### config.mk
export PLATFORM = sky130hd
export DESIGN_NAME = dcp_core
export DESIGN_NICKNAME = d
export VERILOG_FILES = /design/src/hw/dcp_pkg.sv /design/src/hw/dcp_core.sv
export SDC_FILE = /design/constraint.sdc
export NUM_CORES = 1
export LEC_CHECK = 0
export ABC_AREA = 0
export BUFFER_PORTS_ARGS = -buffer_cell sky130_fd_sc_hd__buf_2
export CAP_MARGIN = 5
export CORE_AREA = 2 2 264 266
export CTS_BUF_LIST = sky130_fd_sc_hd__clkbuf_4 sky130_fd_sc_hd__clkbuf_8
export CTS_CLUSTER_SIZE = 8
export DETAILED_ROUTE_END_ITERATION = 12
export DIE_AREA = 0 0 266 268
export PLACE_DENSITY = 0.71
export SYNTH_ARGS = -nofsm -noshare
export SYNTH_HDL_FRONTEND = slang
export SYNTH_SLANG_ARGS = --single-unit
### constraint.sdc
create_clock -name sys_clk_in -period 13.2 [get_ports sys_clk_in]
set_input_delay 1.32 -clock sys_clk_in [delete_from_list [all_inputs] [get_ports sys_clk_in]]
set_output_delay 1.32 -clock sys_clk_in [all_outputs]
set_load 0.01 [all_outputs]
### src/hw/dcp_pkg.sv
// Constants and types of the DMA channel core.
package dcp_pkg;
  localparam int unsigned NUM_CH             = 4;
  localparam int unsigned PRIO_W             = 2;
  localparam int unsigned ADDR_W             = 24;
  localparam int unsigned CNT_W              = 16;
  localparam int unsigned DATA_W             = 16;
  localparam int unsigned CODE_W             = 5;
  localparam int unsigned SYNC_STAGES        = 3;
  localparam logic [1:0]  PRIO_RESET         = 2'h0;
  localparam logic [4:0]  FAULT_NONE         = 5'h00;
  localparam logic [4:0]  FAULT_BUS          = 5'h09;
  localparam logic [4:0]  FAULT_EXT_ABORT    = 5'h10;
  localparam logic [4:0]  FAULT_COUNT        = 5'h0c;
  localparam logic [2:0]  BEC_NONE           = 3'h7;
  localparam logic [2:0]  BEC_HALT           = 3'h6;
  localparam logic [2:0]  BEC_BUS_ERR        = 3'h5;
  localparam logic [2:0]  BEC_RETRY          = 3'h4;
  localparam logic [2:0]  BEC_RELINQ         = 3'h3;
  localparam logic [2:0]  BEC_RESET          = 3'h0;
  localparam logic [ADDR_W-1:0] ADDR_STEP    = 24'h000002;
  localparam logic [ADDR_W-1:0] CHAIN_STEP   = 24'h000006;
  localparam logic [1:0]  BUF_DEPTH          = 2'h2;

  typedef enum logic [2:0] {
    DCP_IDLE,
    DCP_REQ,
    DCP_READ,
    DCP_WRITE,
    DCP_FETCH,
    DCP_WAIT_EXC,
    DCP_RELINQ
  } dcp_state_t;
endpackage : dcp_pkg

### src/hw/dcp_core.sv
// Four-channel DMA arbitration, bus exception sequencing and error recovery.
`timescale 1ns/1ps
`default_nettype none

module dcp_core (
  input  wire logic                                    sys_clk_in,
  input  wire logic                                    rst_b_in,
  input  wire logic [dcp_pkg::NUM_CH-1:0]              chan_req_in,
  input  wire logic [dcp_pkg::NUM_CH*dcp_pkg::PRIO_W-1:0] channel_priority_reg_in,
  input  wire logic                                    prio_load_in,
  input  wire logic [dcp_pkg::NUM_CH-1:0]              start_operation_bit_in,
  input  wire logic [dcp_pkg::NUM_CH-1:0]              continue_bit_in,
  input  wire logic [dcp_pkg::NUM_CH-1:0]              chain_mode_in,
  input  wire logic [dcp_pkg::NUM_CH-1:0]              dual_dev_to_mem_in,
  input  wire logic [dcp_pkg::NUM_CH-1:0]              abort_mode_in,
  input  wire logic [dcp_pkg::NUM_CH*dcp_pkg::ADDR_W-1:0] init_addr_in,
  input  wire logic [dcp_pkg::NUM_CH*dcp_pkg::CNT_W-1:0]  init_count_in,
  input  wire logic [dcp_pkg::NUM_CH-1:0]              init_load_in,
  input  wire logic [dcp_pkg::NUM_CH-1:0]              fault_clear_in,
  input  wire logic [2:0]                              bus_exception_code_in,
  input  wire logic                                    peripheral_control_line_b_in,
  input  wire logic                                    done_b_in,
  input  wire logic                                    chip_select_b_in,
  input  wire logic                                    bus_grant_in,
  input  wire logic                                    bus_cycle_ack_in,
  input  wire logic                                    transfer_complete_strobe_in,
  input  wire logic [dcp_pkg::DATA_W-1:0]              read_data_in,
  input  wire logic                                    wr_ready_in,
  output logic                                         bus_request_out,
  output logic                                         bus_grant_acknowledge_out,
  output logic                                         bus_ctrl_oe_out,
  output logic                                         cycle_read_out,
  output logic                                         cycle_write_out,
  output logic                                         cycle_fetch_out,
  output logic [dcp_pkg::ADDR_W-1:0]                   cycle_addr_out,
  output logic [dcp_pkg::DATA_W-1:0]                   write_data_out,
  output logic                                         write_valid_out,
  output logic [1:0]                                   active_channel_out,
  output logic [dcp_pkg::NUM_CH*dcp_pkg::ADDR_W-1:0]   memory_pointer_reg_out,
  output logic [dcp_pkg::NUM_CH*dcp_pkg::ADDR_W-1:0]   device_pointer_reg_out,
  output logic [dcp_pkg::NUM_CH*dcp_pkg::ADDR_W-1:0]   chain_base_reg_out,
  output logic [dcp_pkg::NUM_CH*dcp_pkg::CNT_W-1:0]    memory_operand_counter_out,
  output logic [dcp_pkg::NUM_CH*dcp_pkg::CODE_W-1:0]   channel_fault_code_reg_out,
  output logic [dcp_pkg::NUM_CH-1:0]                   channel_running_flag_out,
  output logic [dcp_pkg::NUM_CH-1:0]                   operation_complete_flag_out,
  output logic [dcp_pkg::NUM_CH-1:0]                   fault_flag_out,
  output logic [dcp_pkg::NUM_CH-1:0]                   normal_device_termination_flag_out,
  output logic [dcp_pkg::NUM_CH-1:0]                   peripheral_line_transition_flag_out,
  output logic [dcp_pkg::NUM_CH-1:0]                   start_clear_out
);
  import dcp_pkg::*;

  dcp_state_t        state_reg, state_next;
  logic [2:0]        bec_s1_reg, bec_s2_reg, bec_s3_reg, bec_reg;
  logic [2:0]        sig_s1_reg, sig_s2_reg, sig_s3_reg;
  logic              pcl_low_reg, done_low_reg, cs_low_reg;
  logic [1:0]        prio_reg [NUM_CH];
  logic [ADDR_W-1:0] mem_ptr_reg [NUM_CH];
  logic [ADDR_W-1:0] dev_ptr_reg [NUM_CH];
  logic [ADDR_W-1:0] base_reg [NUM_CH];
  logic [CNT_W-1:0]  count_reg [NUM_CH];
  logic [CODE_W-1:0] code_reg [NUM_CH];
  logic [NUM_CH-1:0] run_reg, coc_reg, err_reg, ndt_reg, pct_reg, pend_err_reg;
  logic [1:0]        cur_reg, last_reg;
  logic              done_seen_reg, fetch_reg;
  logic              req_reg, ack_reg;
  logic [DATA_W-1:0] hold_reg;
  logic [DATA_W-1:0] buf_data_reg [2];
  logic [1:0]        buf_cnt_reg;
  logic              buf_rd_reg, buf_wr_reg;

  // Asynchronous inputs pass three stages.
  always_ff @(posedge sys_clk_in or negedge rst_b_in) begin
    if (!rst_b_in) begin
      bec_s1_reg <= BEC_NONE;
      bec_s2_reg <= BEC_NONE;
      bec_s3_reg <= BEC_NONE;
      sig_s1_reg <= 3'h7;
      sig_s2_reg <= 3'h7;
      sig_s3_reg <= 3'h7;
    end else begin
      bec_s1_reg <= bus_exception_code_in;
      bec_s2_reg <= bec_s1_reg;
      bec_s3_reg <= bec_s2_reg;
      sig_s1_reg <= {peripheral_control_line_b_in, done_b_in, chip_select_b_in};
      sig_s2_reg <= sig_s1_reg;
      sig_s3_reg <= sig_s2_reg;
    end
  end

  // A change counts once the last two stages agree.
  always_ff @(posedge sys_clk_in or negedge rst_b_in) begin
    if (!rst_b_in) begin
      bec_reg      <= BEC_NONE;
      pcl_low_reg  <= 1'b0;
      done_low_reg <= 1'b0;
      cs_low_reg   <= 1'b0;
    end else begin
      if (bec_s2_reg == bec_s3_reg) bec_reg <= bec_s3_reg;
      if (sig_s2_reg[2] == sig_s3_reg[2]) pcl_low_reg <= ~sig_s3_reg[2];
      if (sig_s2_reg[1] == sig_s3_reg[1]) done_low_reg <= ~sig_s3_reg[1];
      if (sig_s2_reg[0] == sig_s3_reg[0]) cs_low_reg <= ~sig_s3_reg[0];
    end
  end

  // Exception decode; the newest code that the last two stages agree on wins.
  wire exc_any    = (bec_reg != BEC_NONE);
  wire exc_relinq = (bec_reg == BEC_RELINQ);
  wire exc_buserr = (bec_reg == BEC_BUS_ERR);
  wire exc_reset  = (bec_reg == BEC_RESET);
  wire ext_abort  = pcl_low_reg & abort_mode_in[cur_reg];

  // Priority pick, round robin among equals.
  function automatic logic [2:0] dcp_pick(input logic [NUM_CH-1:0] req, input logic [1:0] last,
    input logic [7:0] prios);
    logic [1:0] best;
    logic [2:0] win;
    logic [1:0] idx;
    best = 2'h3;
    win  = 3'h0;
    for (int i = 0; i < NUM_CH; i++)
      if (req[i] && prios[2*i +: 2] < best) best = prios[2*i +: 2];
    for (int k = NUM_CH; k >= 1; k--) begin
      idx = 2'(last + 2'(k));
      if (req[idx] && prios[2*idx +: 2] == best) win = {1'b1, idx};
    end
    return win;
  endfunction : dcp_pick

  logic [7:0]        prio_flat;
  logic [NUM_CH-1:0] eligible;
  genvar g;
  generate
    for (g = 0; g < NUM_CH; g++) begin : g_flat
      assign prio_flat[2*g +: 2] = prio_reg[g];
      assign eligible[g]         = chan_req_in[g] & run_reg[g] & ~pend_err_reg[g];
    end
  endgenerate
  wire [2:0] pick      = dcp_pick(eligible, last_reg, prio_flat);
  wire       buf_full  = (buf_cnt_reg == BUF_DEPTH);
  wire       buf_empty = (buf_cnt_reg == 2'h0);
  wire       term_now  = (count_reg[cur_reg] == CNT_W'(1)) | done_low_reg;

  // Request drops on chip select, else holds until acknowledge.
  wire want_bus = pick[2] & ~exc_any & (state_reg == DCP_IDLE || state_reg == DCP_REQ);
  wire req_next = cs_low_reg ? 1'b0 :
                  (req_reg & ~ack_reg) ? 1'b1 :
                  want_bus & ~ack_reg;

  // Transfer sequencer.
  always_comb begin
    state_next = state_reg;
    unique case (state_reg)
      DCP_IDLE:     if (want_bus) state_next = DCP_REQ;
      DCP_REQ:      if (ack_reg) state_next = chain_mode_in[cur_reg] && fetch_reg ? DCP_FETCH :
                                              buf_wr_reg ? DCP_WRITE : DCP_READ;
      DCP_READ:     if (exc_relinq) state_next = DCP_RELINQ;
                    else if (exc_buserr || ext_abort) state_next = DCP_IDLE;
                    else if (exc_any) state_next = DCP_WAIT_EXC;
                    else if (transfer_complete_strobe_in && !buf_full) state_next = DCP_WRITE;
      DCP_WRITE:    if (exc_relinq) state_next = DCP_RELINQ;
                    else if (exc_buserr) state_next = DCP_IDLE;
                    else if (ext_abort && !done_seen_reg) state_next = DCP_IDLE;
                    else if (exc_any) state_next = DCP_WAIT_EXC;
                    else if (bus_cycle_ack_in && !buf_empty) state_next = DCP_IDLE;
      DCP_FETCH:    if (exc_buserr || ext_abort) state_next = DCP_IDLE;
                    else if (bus_cycle_ack_in) state_next = DCP_READ;
      DCP_WAIT_EXC: if (exc_relinq) state_next = DCP_RELINQ;
                    else if (exc_buserr) state_next = DCP_IDLE;
                    else if (!exc_any) state_next = buf_wr_reg ? DCP_WRITE : DCP_READ;
      DCP_RELINQ:   if (exc_buserr) state_next = DCP_IDLE;
                    else if (!exc_any) state_next = DCP_REQ;
    endcase
    if (exc_reset) state_next = DCP_IDLE;
  end

  wire in_cycle  = (state_reg == DCP_READ) | (state_reg == DCP_WRITE) | (state_reg == DCP_FETCH);
  wire fail_now  = in_cycle & (exc_buserr | (ext_abort & ~(state_reg == DCP_WRITE && done_seen_reg)));
  wire fail_code = exc_buserr;
  wire ok_write  = (state_reg == DCP_WRITE) & bus_cycle_ack_in & ~exc_any & ~fail_now & ~buf_empty;
  wire ok_fetch  = (state_reg == DCP_FETCH) & bus_cycle_ack_in & ~fail_now;
  wire rd_take   = (state_reg == DCP_READ) & transfer_complete_strobe_in & ~exc_any & ~fail_now & ~buf_full;

  // Sequencer state and bus ownership.
  always_ff @(posedge sys_clk_in or negedge rst_b_in) begin
    if (!rst_b_in) begin
      state_reg     <= DCP_IDLE;
      req_reg       <= 1'b0;
      ack_reg       <= 1'b0;
      cur_reg       <= 2'h0;
      last_reg      <= 2'h3;
      done_seen_reg <= 1'b0;
      fetch_reg     <= 1'b0;
      hold_reg      <= '0;
      buf_cnt_reg   <= 2'h0;
      buf_wr_reg    <= 1'b0;
    end else begin
      state_reg <= state_next;
      req_reg   <= req_next;
      ack_reg   <= bus_grant_in & (req_reg | ack_reg) & (state_next != DCP_IDLE)
                   & (state_next != DCP_RELINQ) & ~exc_reset;
      if (state_reg == DCP_IDLE && want_bus) begin
        cur_reg       <= pick[1:0];
        done_seen_reg <= 1'b0;
        fetch_reg     <= chain_mode_in[pick[1:0]] & (count_reg[pick[1:0]] == '0);
      end
      if (ok_write) last_reg <= cur_reg;
      if (ok_fetch) fetch_reg <= 1'b0;
      if (rd_take) begin
        hold_reg      <= read_data_in;
        done_seen_reg <= done_low_reg;
        buf_wr_reg    <= 1'b1;
      end
      if (ok_write || fail_now) buf_wr_reg <= 1'b0;
      // Held operand is only replaced by a DMA read, never by host access.
      buf_cnt_reg <= 2'(buf_cnt_reg + {1'b0, rd_take} - {1'b0, ok_write | (fail_now & ~buf_empty)});
    end
  end

  // Two-entry operand buffer.
  always_ff @(posedge sys_clk_in or negedge rst_b_in) begin
    if (!rst_b_in) begin
      buf_data_reg[0] <= '0;
      buf_data_reg[1] <= '0;
      buf_rd_reg      <= 1'b0;
    end else begin
      if (rd_take) buf_data_reg[buf_rd_reg ^ buf_cnt_reg[0]] <= read_data_in;
      if (ok_write || (fail_now && !buf_empty)) buf_rd_reg <= ~buf_rd_reg;
    end
  end

  // Per channel registers.
  generate
    for (g = 0; g < NUM_CH; g++) begin : g_ch
      wire mine     = (cur_reg == 2'(g));
      wire fail_ch  = mine & fail_now;
      wire start_ok = start_operation_bit_in[g] & ~run_reg[g] & ~pend_err_reg[g] & ~err_reg[g];
      always_ff @(posedge sys_clk_in or negedge rst_b_in) begin
        if (!rst_b_in) begin
          prio_reg[g]     <= PRIO_RESET;
          mem_ptr_reg[g]  <= '0;
          dev_ptr_reg[g]  <= '0;
          base_reg[g]     <= '0;
          count_reg[g]    <= '0;
          code_reg[g]     <= FAULT_NONE;
          run_reg[g]      <= 1'b0;
          coc_reg[g]      <= 1'b0;
          err_reg[g]      <= 1'b0;
          ndt_reg[g]      <= 1'b0;
          pct_reg[g]      <= 1'b0;
          pend_err_reg[g] <= 1'b0;
        end else begin
          if (exc_reset) prio_reg[g] <= PRIO_RESET;
          else if (prio_load_in) prio_reg[g] <= channel_priority_reg_in[2*g +: 2];
          if (init_load_in[g] && !run_reg[g]) begin
            mem_ptr_reg[g] <= init_addr_in[ADDR_W*g +: ADDR_W];
            dev_ptr_reg[g] <= init_addr_in[ADDR_W*g +: ADDR_W];
            base_reg[g]    <= init_addr_in[ADDR_W*g +: ADDR_W];
            count_reg[g]   <= init_count_in[CNT_W*g +: CNT_W];
          end
          if (mine && ok_write) begin
            mem_ptr_reg[g] <= mem_ptr_reg[g] + ADDR_STEP;
            dev_ptr_reg[g] <= dev_ptr_reg[g] + ADDR_STEP;
            count_reg[g]   <= count_reg[g] - CNT_W'(1);
          end
          // A failed fetch leaves the chain pointer on that entry.
          if (mine && ok_fetch) begin
            base_reg[g]  <= base_reg[g] + CHAIN_STEP;
            count_reg[g] <= read_data_in;
          end
          // An abort may leave prior values unrestored.
          if (pcl_low_reg && mine) pct_reg[g] <= 1'b1;
          if (start_ok) run_reg[g] <= 1'b1;
          if (mine && ok_write && term_now) begin
            run_reg[g] <= 1'b0;
            coc_reg[g] <= 1'b1;
            if (done_low_reg || done_seen_reg) ndt_reg[g] <= 1'b1;
          end
          if (start_operation_bit_in[g] && (err_reg[g] || pend_err_reg[g])) pend_err_reg[g] <= 1'b1;
          if (fault_clear_in[g]) begin
            err_reg[g]      <= 1'b0;
            pend_err_reg[g] <= 1'b0;
            code_reg[g]     <= FAULT_NONE;
          end
          if (fail_ch) begin
            run_reg[g] <= 1'b0;
            coc_reg[g] <= 1'b1;
            err_reg[g] <= 1'b1;
            if (err_reg[g]) pend_err_reg[g] <= 1'b1;
            else code_reg[g] <= fail_code ? FAULT_BUS : FAULT_EXT_ABORT;
          end
        end
      end
      assign memory_pointer_reg_out[ADDR_W*g +: ADDR_W]     = mem_ptr_reg[g];
      assign device_pointer_reg_out[ADDR_W*g +: ADDR_W]     = dev_ptr_reg[g];
      assign chain_base_reg_out[ADDR_W*g +: ADDR_W]         = base_reg[g];
      assign memory_operand_counter_out[CNT_W*g +: CNT_W]   = count_reg[g];
      assign channel_fault_code_reg_out[CODE_W*g +: CODE_W] = code_reg[g];
      assign start_clear_out[g] = fail_ch | pend_err_reg[g];
    end
  endgenerate

  // Outputs.
  assign bus_request_out = req_reg;
  assign bus_grant_acknowledge_out = ack_reg;
  assign bus_ctrl_oe_out = ack_reg & (state_reg != DCP_RELINQ);
  assign cycle_read_out = ack_reg & (state_reg == DCP_READ);
  assign cycle_write_out = ack_reg & (state_reg == DCP_WRITE);
  assign cycle_fetch_out = ack_reg & (state_reg == DCP_FETCH);
  assign cycle_addr_out = state_reg == DCP_FETCH ? base_reg[cur_reg] :
    state_reg == DCP_WRITE ? mem_ptr_reg[cur_reg] : dev_ptr_reg[cur_reg];
  assign write_data_out = buf_data_reg[buf_rd_reg];
  assign write_valid_out = cycle_write_out & ~buf_empty & wr_ready_in;
  assign active_channel_out = cur_reg;
  assign channel_running_flag_out = run_reg;
  assign operation_complete_flag_out = coc_reg;
  assign fault_flag_out = err_reg;
  assign normal_device_termination_flag_out = ndt_reg;
  assign peripheral_line_transition_flag_out = pct_reg;
endmodule : dcp_core

`default_nettype wire

==> flow_metrics.env, run 1 <==
export IMPL_synth_common_cells="dfrtp_1, nor2_1, nand2_1"
export IMPL_setup_tns_final_ns=0
export IMPL_yosysTopAreaCellShare_pct=40.3
export IMPL_portBuffers=665
export IMPL_stdcell_count=4643
export IMPL_syn_num_nets=3310
export IMPL_grt_pass1_vias=26700
export IMPL_totalWireLength_um=125000
export IMPL_cts_root_buf="clkbuf_8"
export IMPL_cp_max_fo=10
export IMPL_post_route_period_util_pct=40.4
export IMPL_crit_type="input port to register"
export IMPL_clk_pin_slew_worst_paths_ns=0.06
export IMPL_worst_hold_startpoint="bec_s1_reg[2]"
export IMPL_drcViolationCount=0
export IMPL_drive_gt1_share_pct=28.7
export IMPL_die_x_um=266
export IMPL_seq_area_sq_um=11800
export IMPL_cts_inserted_buffers=87
export IMPL_grt_met3_usage_pct=10.4
export IMPL_setup_viol=0
export IMPL_synth_most_common_cell="dfrtp_1"
export IMPL_gp_congestion=1.01
export IMPL_endpoint_kind="register"
export IMPL_die_area_sq_um=71300
export IMPL_ys_seq_area_share_pct=42.5
export IMPL_final_nets=3926
export IMPL_p_comb_share_pct=29.9
export IMPL_fin_area_sq_um=33800
export IMPL_arrival_ns=5.92
export IMPL_max_vdd_ir_drop_v=0.0000789
export IMPL_ys_warn_count=0
export IMPL_drt_iter0_drc=4068
export IMPL_postCtsSetupRepairBufs=0
export IMPL_seqPwrFrac_pct=41.1
export IMPL_synth_area_leader_cell="dfrtp_1"
export IMPL_wire_per_inst_um=26.9
export IMPL_synthCells=3061
export IMPL_cp_required_ns=13.79
export IMPL_clk_latency_ns=0.70
export IMPL_synth_edf_count=0
export IMPL_synth_area_per_cell_sq_um=9.08
export IMPL_min_to="bec_s2_reg[2]"
export IMPL_p_leak_nw=14.7
export IMPL_fmax_mhz=188
export IMPL_slew_viol_final=0
export IMPL_clockPowerShare_pct=29.0
export IMPL_ant_nets=0
export IMPL_fin_crit_ns=5.33
export IMPL_cts_buffer_depth=3
export IMPL_worst_pin_slew_ns=1.22
export IMPL_hpwl_um=98100
export IMPL_reg2reg_to="active_channel_out[1]"
export IMPL_grt_overflow=0
export IMPL_fillers=6590
export IMPL_rr_worst_depth=17
export IMPL_start_kind="input port"
export IMPL_cts_tree="done"
export IMPL_netlist_area_sq_um=27800
export IMPL_drt_pass1_iterations=6
export IMPL_p_sw_mw=2.09
export IMPL_ys_ff_latch=471
export IMPL_ios=674
export IMPL_grt_max_degree=153
export IMPL_routed_via_density=6.24
export IMPL_placed_cells=4470
export IMPL_async_reset_ff_share_pct=100
export IMPL_status="finished, final reports clean"
export IMPL_powerDensity_nw_per_um2=159
export IMPL_reg2reg_from="pend_err_reg[0]"
export IMPL_rsz0062_at_grt="no"
export IMPL_grtUsageMet1_pct=48.6
export IMPL_multi_input_area_sq_um=15100
export IMPL_vias=29000
export IMPL_syn_to_final_growth_pct=21.6
export IMPL_start_util_pct=40.7
export IMPL_grt_pass1_wl_um=180000
export IMPL_total_power_mw=5.38
export IMPL_hold_violations=0
export IMPL_hp_class="register to register"
export IMPL_p_sw_share_pct=38.8
export IMPL_htree_levels=3
export IMPL_antenna_found_initial=29
export IMPL_final_util_pct=49.5
export IMPL_coreArea_sq_um=68200
export IMPL_synth_area_leaders="dfrtp_1, mux4_2, nor2_1"
export IMPL_finalClockSkew_ns=0.0342
export IMPL_synth_ff_type="dfrtp_1"
export IMPL_drv_cap=0
export IMPL_placedInstanceArea_sq_um=31800
export IMPL_whs_path_depth=0
export IMPL_cts_hold_buffers_added=0
export IMPL_r2r_slack_ns=8.10
export IMPL_maxSlewHeadroom_pct=18.7
export IMPL_cts_resized=0
export IMPL_met2_usage_pct=48.1
export IMPL_clock_sinks=471
export IMPL_intPower_mw=3.29
export IMPL_grt_use_total_pct=34.1
export IMPL_grt_busiest_layer="met1"
export IMPL_die_h_um=268
export IMPL_rows=96
export IMPL_synth_cell_types=90
## worst max-delay path, stage by stage
cell	delay (ns)
buf_2	0.12
nand3b_1	0.19
o22ai_1	0.14
ha_1	0.22
nand4bb_1	0.30
a21oi_1	0.18
o21ai_0	0.10
mux2_2	0.36
ha_1	0.20
nand4bb_1	0.23
or2_1	0.37
or2_0	0.40
a21o_1	0.21
a221oi_1	0.42
o21ai_0	0.28
a2111oi_0	0.55
o31ai_1	0.13
a31oi_1	0.20
## worst max path at each step
stage	start	to	slack, ns	cells past startpoint
after global routing	chan_req_in[0]	fetch_reg	7.53	19
after floorplan	chan_req_in[0]	fetch_reg	8.19	20
after detailed placement	chan_req_in[0]	fetch_reg	7.32	19
after global placement	chan_req_in[0]	fetch_reg	7.32	19
final	chan_req_in[0]	active_channel_out[1]	7.87	18
after CTS	chan_req_in[0]	fetch_reg	8.02	19
## through the flow
stage	hold WS, ns	setup WS, ns
after floorplan	0.345	8.19
after global placement	0.346	7.32
after detailed placement	0.347	7.32
after CTS	0.360	8.02
after global routing	0.346	7.53
final	0.351	7.87
## routing by layer
metal / wire [um] / part of all wire (%)
met1: 51800 / 41
met2: 52300 / 42
met3: 15800 / 13
met4: 5090 / 4.1
met5: 87 / 0.070
## logic make-up (layout without fill, tap and decap cells)
family / count (synthesis) / in the layout / share of synthesized area (%)
mux: 180 / 180 / 10.0
compound gates: 846 / 846 / 20.2
buf+inv: 236 / 918 / 3.46
flops: 471 / 471 / 42.5
fa+ha+maj: 21 / 21 / 0.937
xor+xnor: 47 / 47 / 1.48
simple gates: 1260 / 1260 / 21.4
other cells: 0 / 18 / 0
## layout by cell type (no fill, tap or decap), types with 11 or more instances in the layout
master / netlist / final
ha_1: 20 / 20
nor2b_1: 11 / 11
nand2_1: 359 / 359
mux2i_1: 48 / 48
nand3_1: 166 / 166
mux2_2: 59 / 59
nor3_1: 91 / 89
nand3b_1: 13 / 13
dfstp_2: 23 / 23
inv_1: 69 / 69
diode_2: 0 / 18
buf_2: 25 / 664
mux4_2: 73 / 73
xnor2_1: 35 / 35
dfrtp_1: 448 / 446
clkbuf_4: 0 / 31
nor3_2: 10 / 12
buf_4: 6 / 26
o21ai_0: 194 / 194
clkbuf_8: 0 / 113
or3_1: 21 / 21
a211oi_1: 122 / 122
o311ai_0: 29 / 29
o22ai_1: 33 / 33
nand4_1: 29 / 29
xor2_1: 12 / 12
a311oi_1: 61 / 61
and2_1: 23 / 23
a21oi_1: 181 / 181
and3_1: 59 / 59
nand2b_1: 19 / 19
nor4_1: 23 / 23
nor2_1: 373 / 365
o21a_1: 11 / 11
o211ai_1: 98 / 98
a21o_1: 18 / 18
a31oi_1: 19 / 19
## final cells by class
class / count / share of cell area [%]
multi-input combinational: 2354 / 44.6
sequential: 471 / 35.0
timing repair buffer: 693 / 10.6
clock buffer: 144 / 5.29
tap: 882 / 3.26
inverter: 70 / 0.777
clock inverter: 11 / 0.378
antenna: 18 / 0.133
## power groups by stage
stage,registers [mW],clock network [mW],logic (mW)
2_1_floorplan,2.04,0,0.938
3_3_place_gp,2.19,0,1.58
3_5_place_dp,2.20,0,1.60
4_1_cts,2.17,1.58,1.61
5_1_grt,2.23,1.64,1.75
6_report,2.21,1.56,1.61
No activity file was read; power rests on OpenSTA's default activity.
==> inputs of run 2 (changes only) <==
--- a/config.mk
+++ b/config.mk
@@ -8,12 +8,12 @@
 export ABC_AREA = 0
 export BUFFER_PORTS_ARGS = -buffer_cell sky130_fd_sc_hd__buf_2
 export CAP_MARGIN = 5
-export CORE_AREA = 2 2 264 266
+export CORE_AREA = 2 2 259 261
 export CTS_BUF_LIST = sky130_fd_sc_hd__clkbuf_4 sky130_fd_sc_hd__clkbuf_8
 export CTS_CLUSTER_SIZE = 8
 export DETAILED_ROUTE_END_ITERATION = 12
-export DIE_AREA = 0 0 266 268
-export PLACE_DENSITY = 0.71
+export DIE_AREA = 0 0 261 263
+export PLACE_DENSITY = 0.76
 export SYNTH_ARGS = -nofsm -noshare
 export SYNTH_HDL_FRONTEND = slang
 export SYNTH_SLANG_ARGS = --single-unit
==> constraint.sdc (replaced) <==
create_clock -name sys_clk_in -period 4.8 [get_ports sys_clk_in]
set_input_delay 0.48 -clock sys_clk_in [delete_from_list [all_inputs] [get_ports sys_clk_in]]
set_output_delay 0.48 -clock sys_clk_in [all_outputs]
set_load 0.01 [all_outputs]
==> run 2 against run 1 <==
  * Cell count up 0.41%
  * Sequential power rose to 2.7 times the previous value
  * Non-clock buffer count rose by 31
  * Critical path depth decreased by 1
  * Count of clock-buffer cells in the layout fell by 11
  * Design area is 0.61% higher
  * Register-to-register slack worse by 7.7 ns
  * Clock power rose to 2.6 times the previous value
  * Die area shrank 3.7%
  * Core utilization rose by 2.3 points
  * Critical path type is now register to register
  * Largest cell class unchanged
==> flow_metrics.env, run 2 (synthesis gave the netlist of run 1 again) <==
export IMPL_status="finished, final reports clean"
export IMPL_final_util_pct=51.8
export IMPL_maxSlewHeadroom_pct=22.9
export IMPL_clk_pin_slew_worst_paths_ns=0.07
export IMPL_grt_max_degree=125
export IMPL_ios=674
export IMPL_grt_use_total_pct=35.6
export IMPL_reg2reg_from="channel_running_flag_out[1]"
export IMPL_drt_iter0_drc=3779
export IMPL_crit_type="register to register"
export IMPL_cts_buffer_depth=3
export IMPL_grt_pass1_wl_um=181000
export IMPL_p_sw_share_pct=39.5
export IMPL_setup_viol=0
export IMPL_p_sw_mw=5.81
export IMPL_antenna_found_initial=34
export IMPL_cts_tree="done"
export IMPL_rsz0062_at_grt="no"
export IMPL_crit_start="channel_running_flag_out[1]"
export IMPL_hp_class="input port to register"
export IMPL_clk_latency_ns=0.71
export IMPL_start_util_pct=42.3
export IMPL_multi_input_area_sq_um=15100
export IMPL_p_leak_nw=14.8
export IMPL_powerDensity_nw_per_um2=433
export IMPL_drt_pass1_iterations=6
export IMPL_cp_max_fo=8
export IMPL_ant_nets=0
export IMPL_start_kind="register"
export IMPL_post_route_period_util_pct=92.5
export IMPL_endpoint_kind="register"
export IMPL_routed_via_density=6.30
export IMPL_arrival_ns=5.06
export IMPL_drive_gt1_share_pct=28.9
export IMPL_portBuffers=665
export IMPL_grt_overflow=0
export IMPL_worst_pin_slew_ns=1.15
export IMPL_vias=29400
export IMPL_setup_tns_final_ns=0
export IMPL_seqPwrFrac_pct=40.9
export IMPL_dp_slack_ns=0.295
export IMPL_fin_crit_ns=4.44
export IMPL_grt_pass1_vias=26600
export IMPL_final_nets=3955
export IMPL_hold_violations=0
export IMPL_coreArea_sq_um=65600
export IMPL_layout_commonest_cell="buf_2"
export IMPL_hpwl_um=98900
export IMPL_wire_per_inst_um=26.9
export IMPL_max_vdd_ir_drop_v=0.000248
export IMPL_intPower_mw=8.91
export IMPL_seq_area_sq_um=11800
export IMPL_rows=94
export IMPL_slew_viol_final=0
export IMPL_totalWireLength_um=125000
export IMPL_final_cell_mix="buf_2, dfrtp_1, nor2_1"
export IMPL_die_area_sq_um=68600
export IMPL_p_comb_share_pct=31.1
export IMPL_htree_levels=3
export IMPL_gp_congestion=1.05
export IMPL_syn_to_final_growth_pct=22.4
export IMPL_cts_root_buf="clkbuf_8"
export IMPL_drcViolationCount=0
export IMPL_die_x_um=261
export IMPL_finalWorstSetupSlack_ns=0.359
export IMPL_cts_inserted_buffers=85
export IMPL_drv_cap=0
export IMPL_finalClockSkew_ns=0.0550
export IMPL_fmax_mhz=225
export IMPL_worst_hold_startpoint="init_addr_in[60]"
export IMPL_clock_sinks=471
export IMPL_fillers=6186
export IMPL_clockPowerShare_pct=28.0
export IMPL_die_h_um=263
export IMPL_cp_required_ns=5.42
## run 2: cell types whose count changed in the layout (fill, tap and decap cells not counted), moves of 2 or more
cell / change
buf_12: +2
buf_4: +13
clkbuf_4: +2
clkbuf_8: -13
clkinv_2: +3
diode_2: +11
dlygate4sd3_1: +16
nor2_2: +2
o21a_1: -2
o21a_2: +2
## run 2: timing repair
item / 4_1_cts / 5_1_grt
setup buffers: 0 / 0
resized for setup: 0 / 6
hold buffers: 16 / 0
endpoints found under the setup margin: 0 / 3
hold endpoints to repair: 58 / 0
## run 2: power groups by stage
stage	registers, mW	logic, mW	clock network, mW
final	6.02	4.58	4.12
after global routing	6.06	4.95	4.33
after CTS	5.91	4.55	4.14
after detailed placement	5.97	4.53	0
after global placement	5.95	4.46	0
after floorplan	5.60	2.58	0
## run 2: cell type report
type                    count  share of cell area (%)
multi-input cells        2354                    44.4
inverters                  70                   0.773
diodes                     29                   0.213
clock buffers             133                    4.78
flip-flops and latches    471                    34.8
well taps                 864                    3.18
repair buffers            724                    11.4
clock inverters            17                   0.544
## run 2: metal layers
metal / part of all wire (%) / vias up / GRT usage [%]
met4: 4.7 / 26 / 15.1
met1: 39 / 14400 / 49.8
met2: 42 / 1851 / 49.8
met3: 14 / 333 / 12.1
li1: - / 12800 / -
met5: 0.14 / - / 0
## run 2: worst paths after layout
kind	endpoint	slack [ns]	cells after the start
worst min-delay path	chain_base_reg_out[60]	0.04	3
worst max register to register	active_channel_out[1]	0.36	17
worst min register to register	bec_s3_reg[0]	0.35	0
worst max-delay path	active_channel_out[1]	0.36	17
min in group asynchronous	buf_data_reg[25]	0.28	2
max in group asynchronous	memory_operand_counter_out[11]	3.47	3
## run 2: critical path, stage by stage (launching register included)
cell and delay [ns]:
dfrtp_1 0.46, nand3b_1 0.19, o22ai_1 0.13, ha_1 0.20, nand4bb_1 0.25, a21oi_1 0.14, o21ai_0 0.10, mux2_2 0.30
ha_1 0.17, nand4bb_1 0.22, or2_1 0.26, or2_0 0.35, a21o_1 0.20, a221oi_1 0.38, o21ai_0 0.27, a2111oi_1 0.46
o31ai_1 0.12, a31oi_1 0.17
## run 2: per-stage QoR
stage	hold WS (ns)	instances	power (mW)	cell area (sq um)
6_report	0.0356	4662	14.7	34000
5_1_grt	0.0127	4651	15.3	34000
4_1_cts	0.00146	4633	14.6	33900
3_5_place_dp	0.347	4467	10.5	32000
3_3_place_gp	0.346	4467	10.4	32000
2_1_floorplan	0.184	3061	8.18	27800
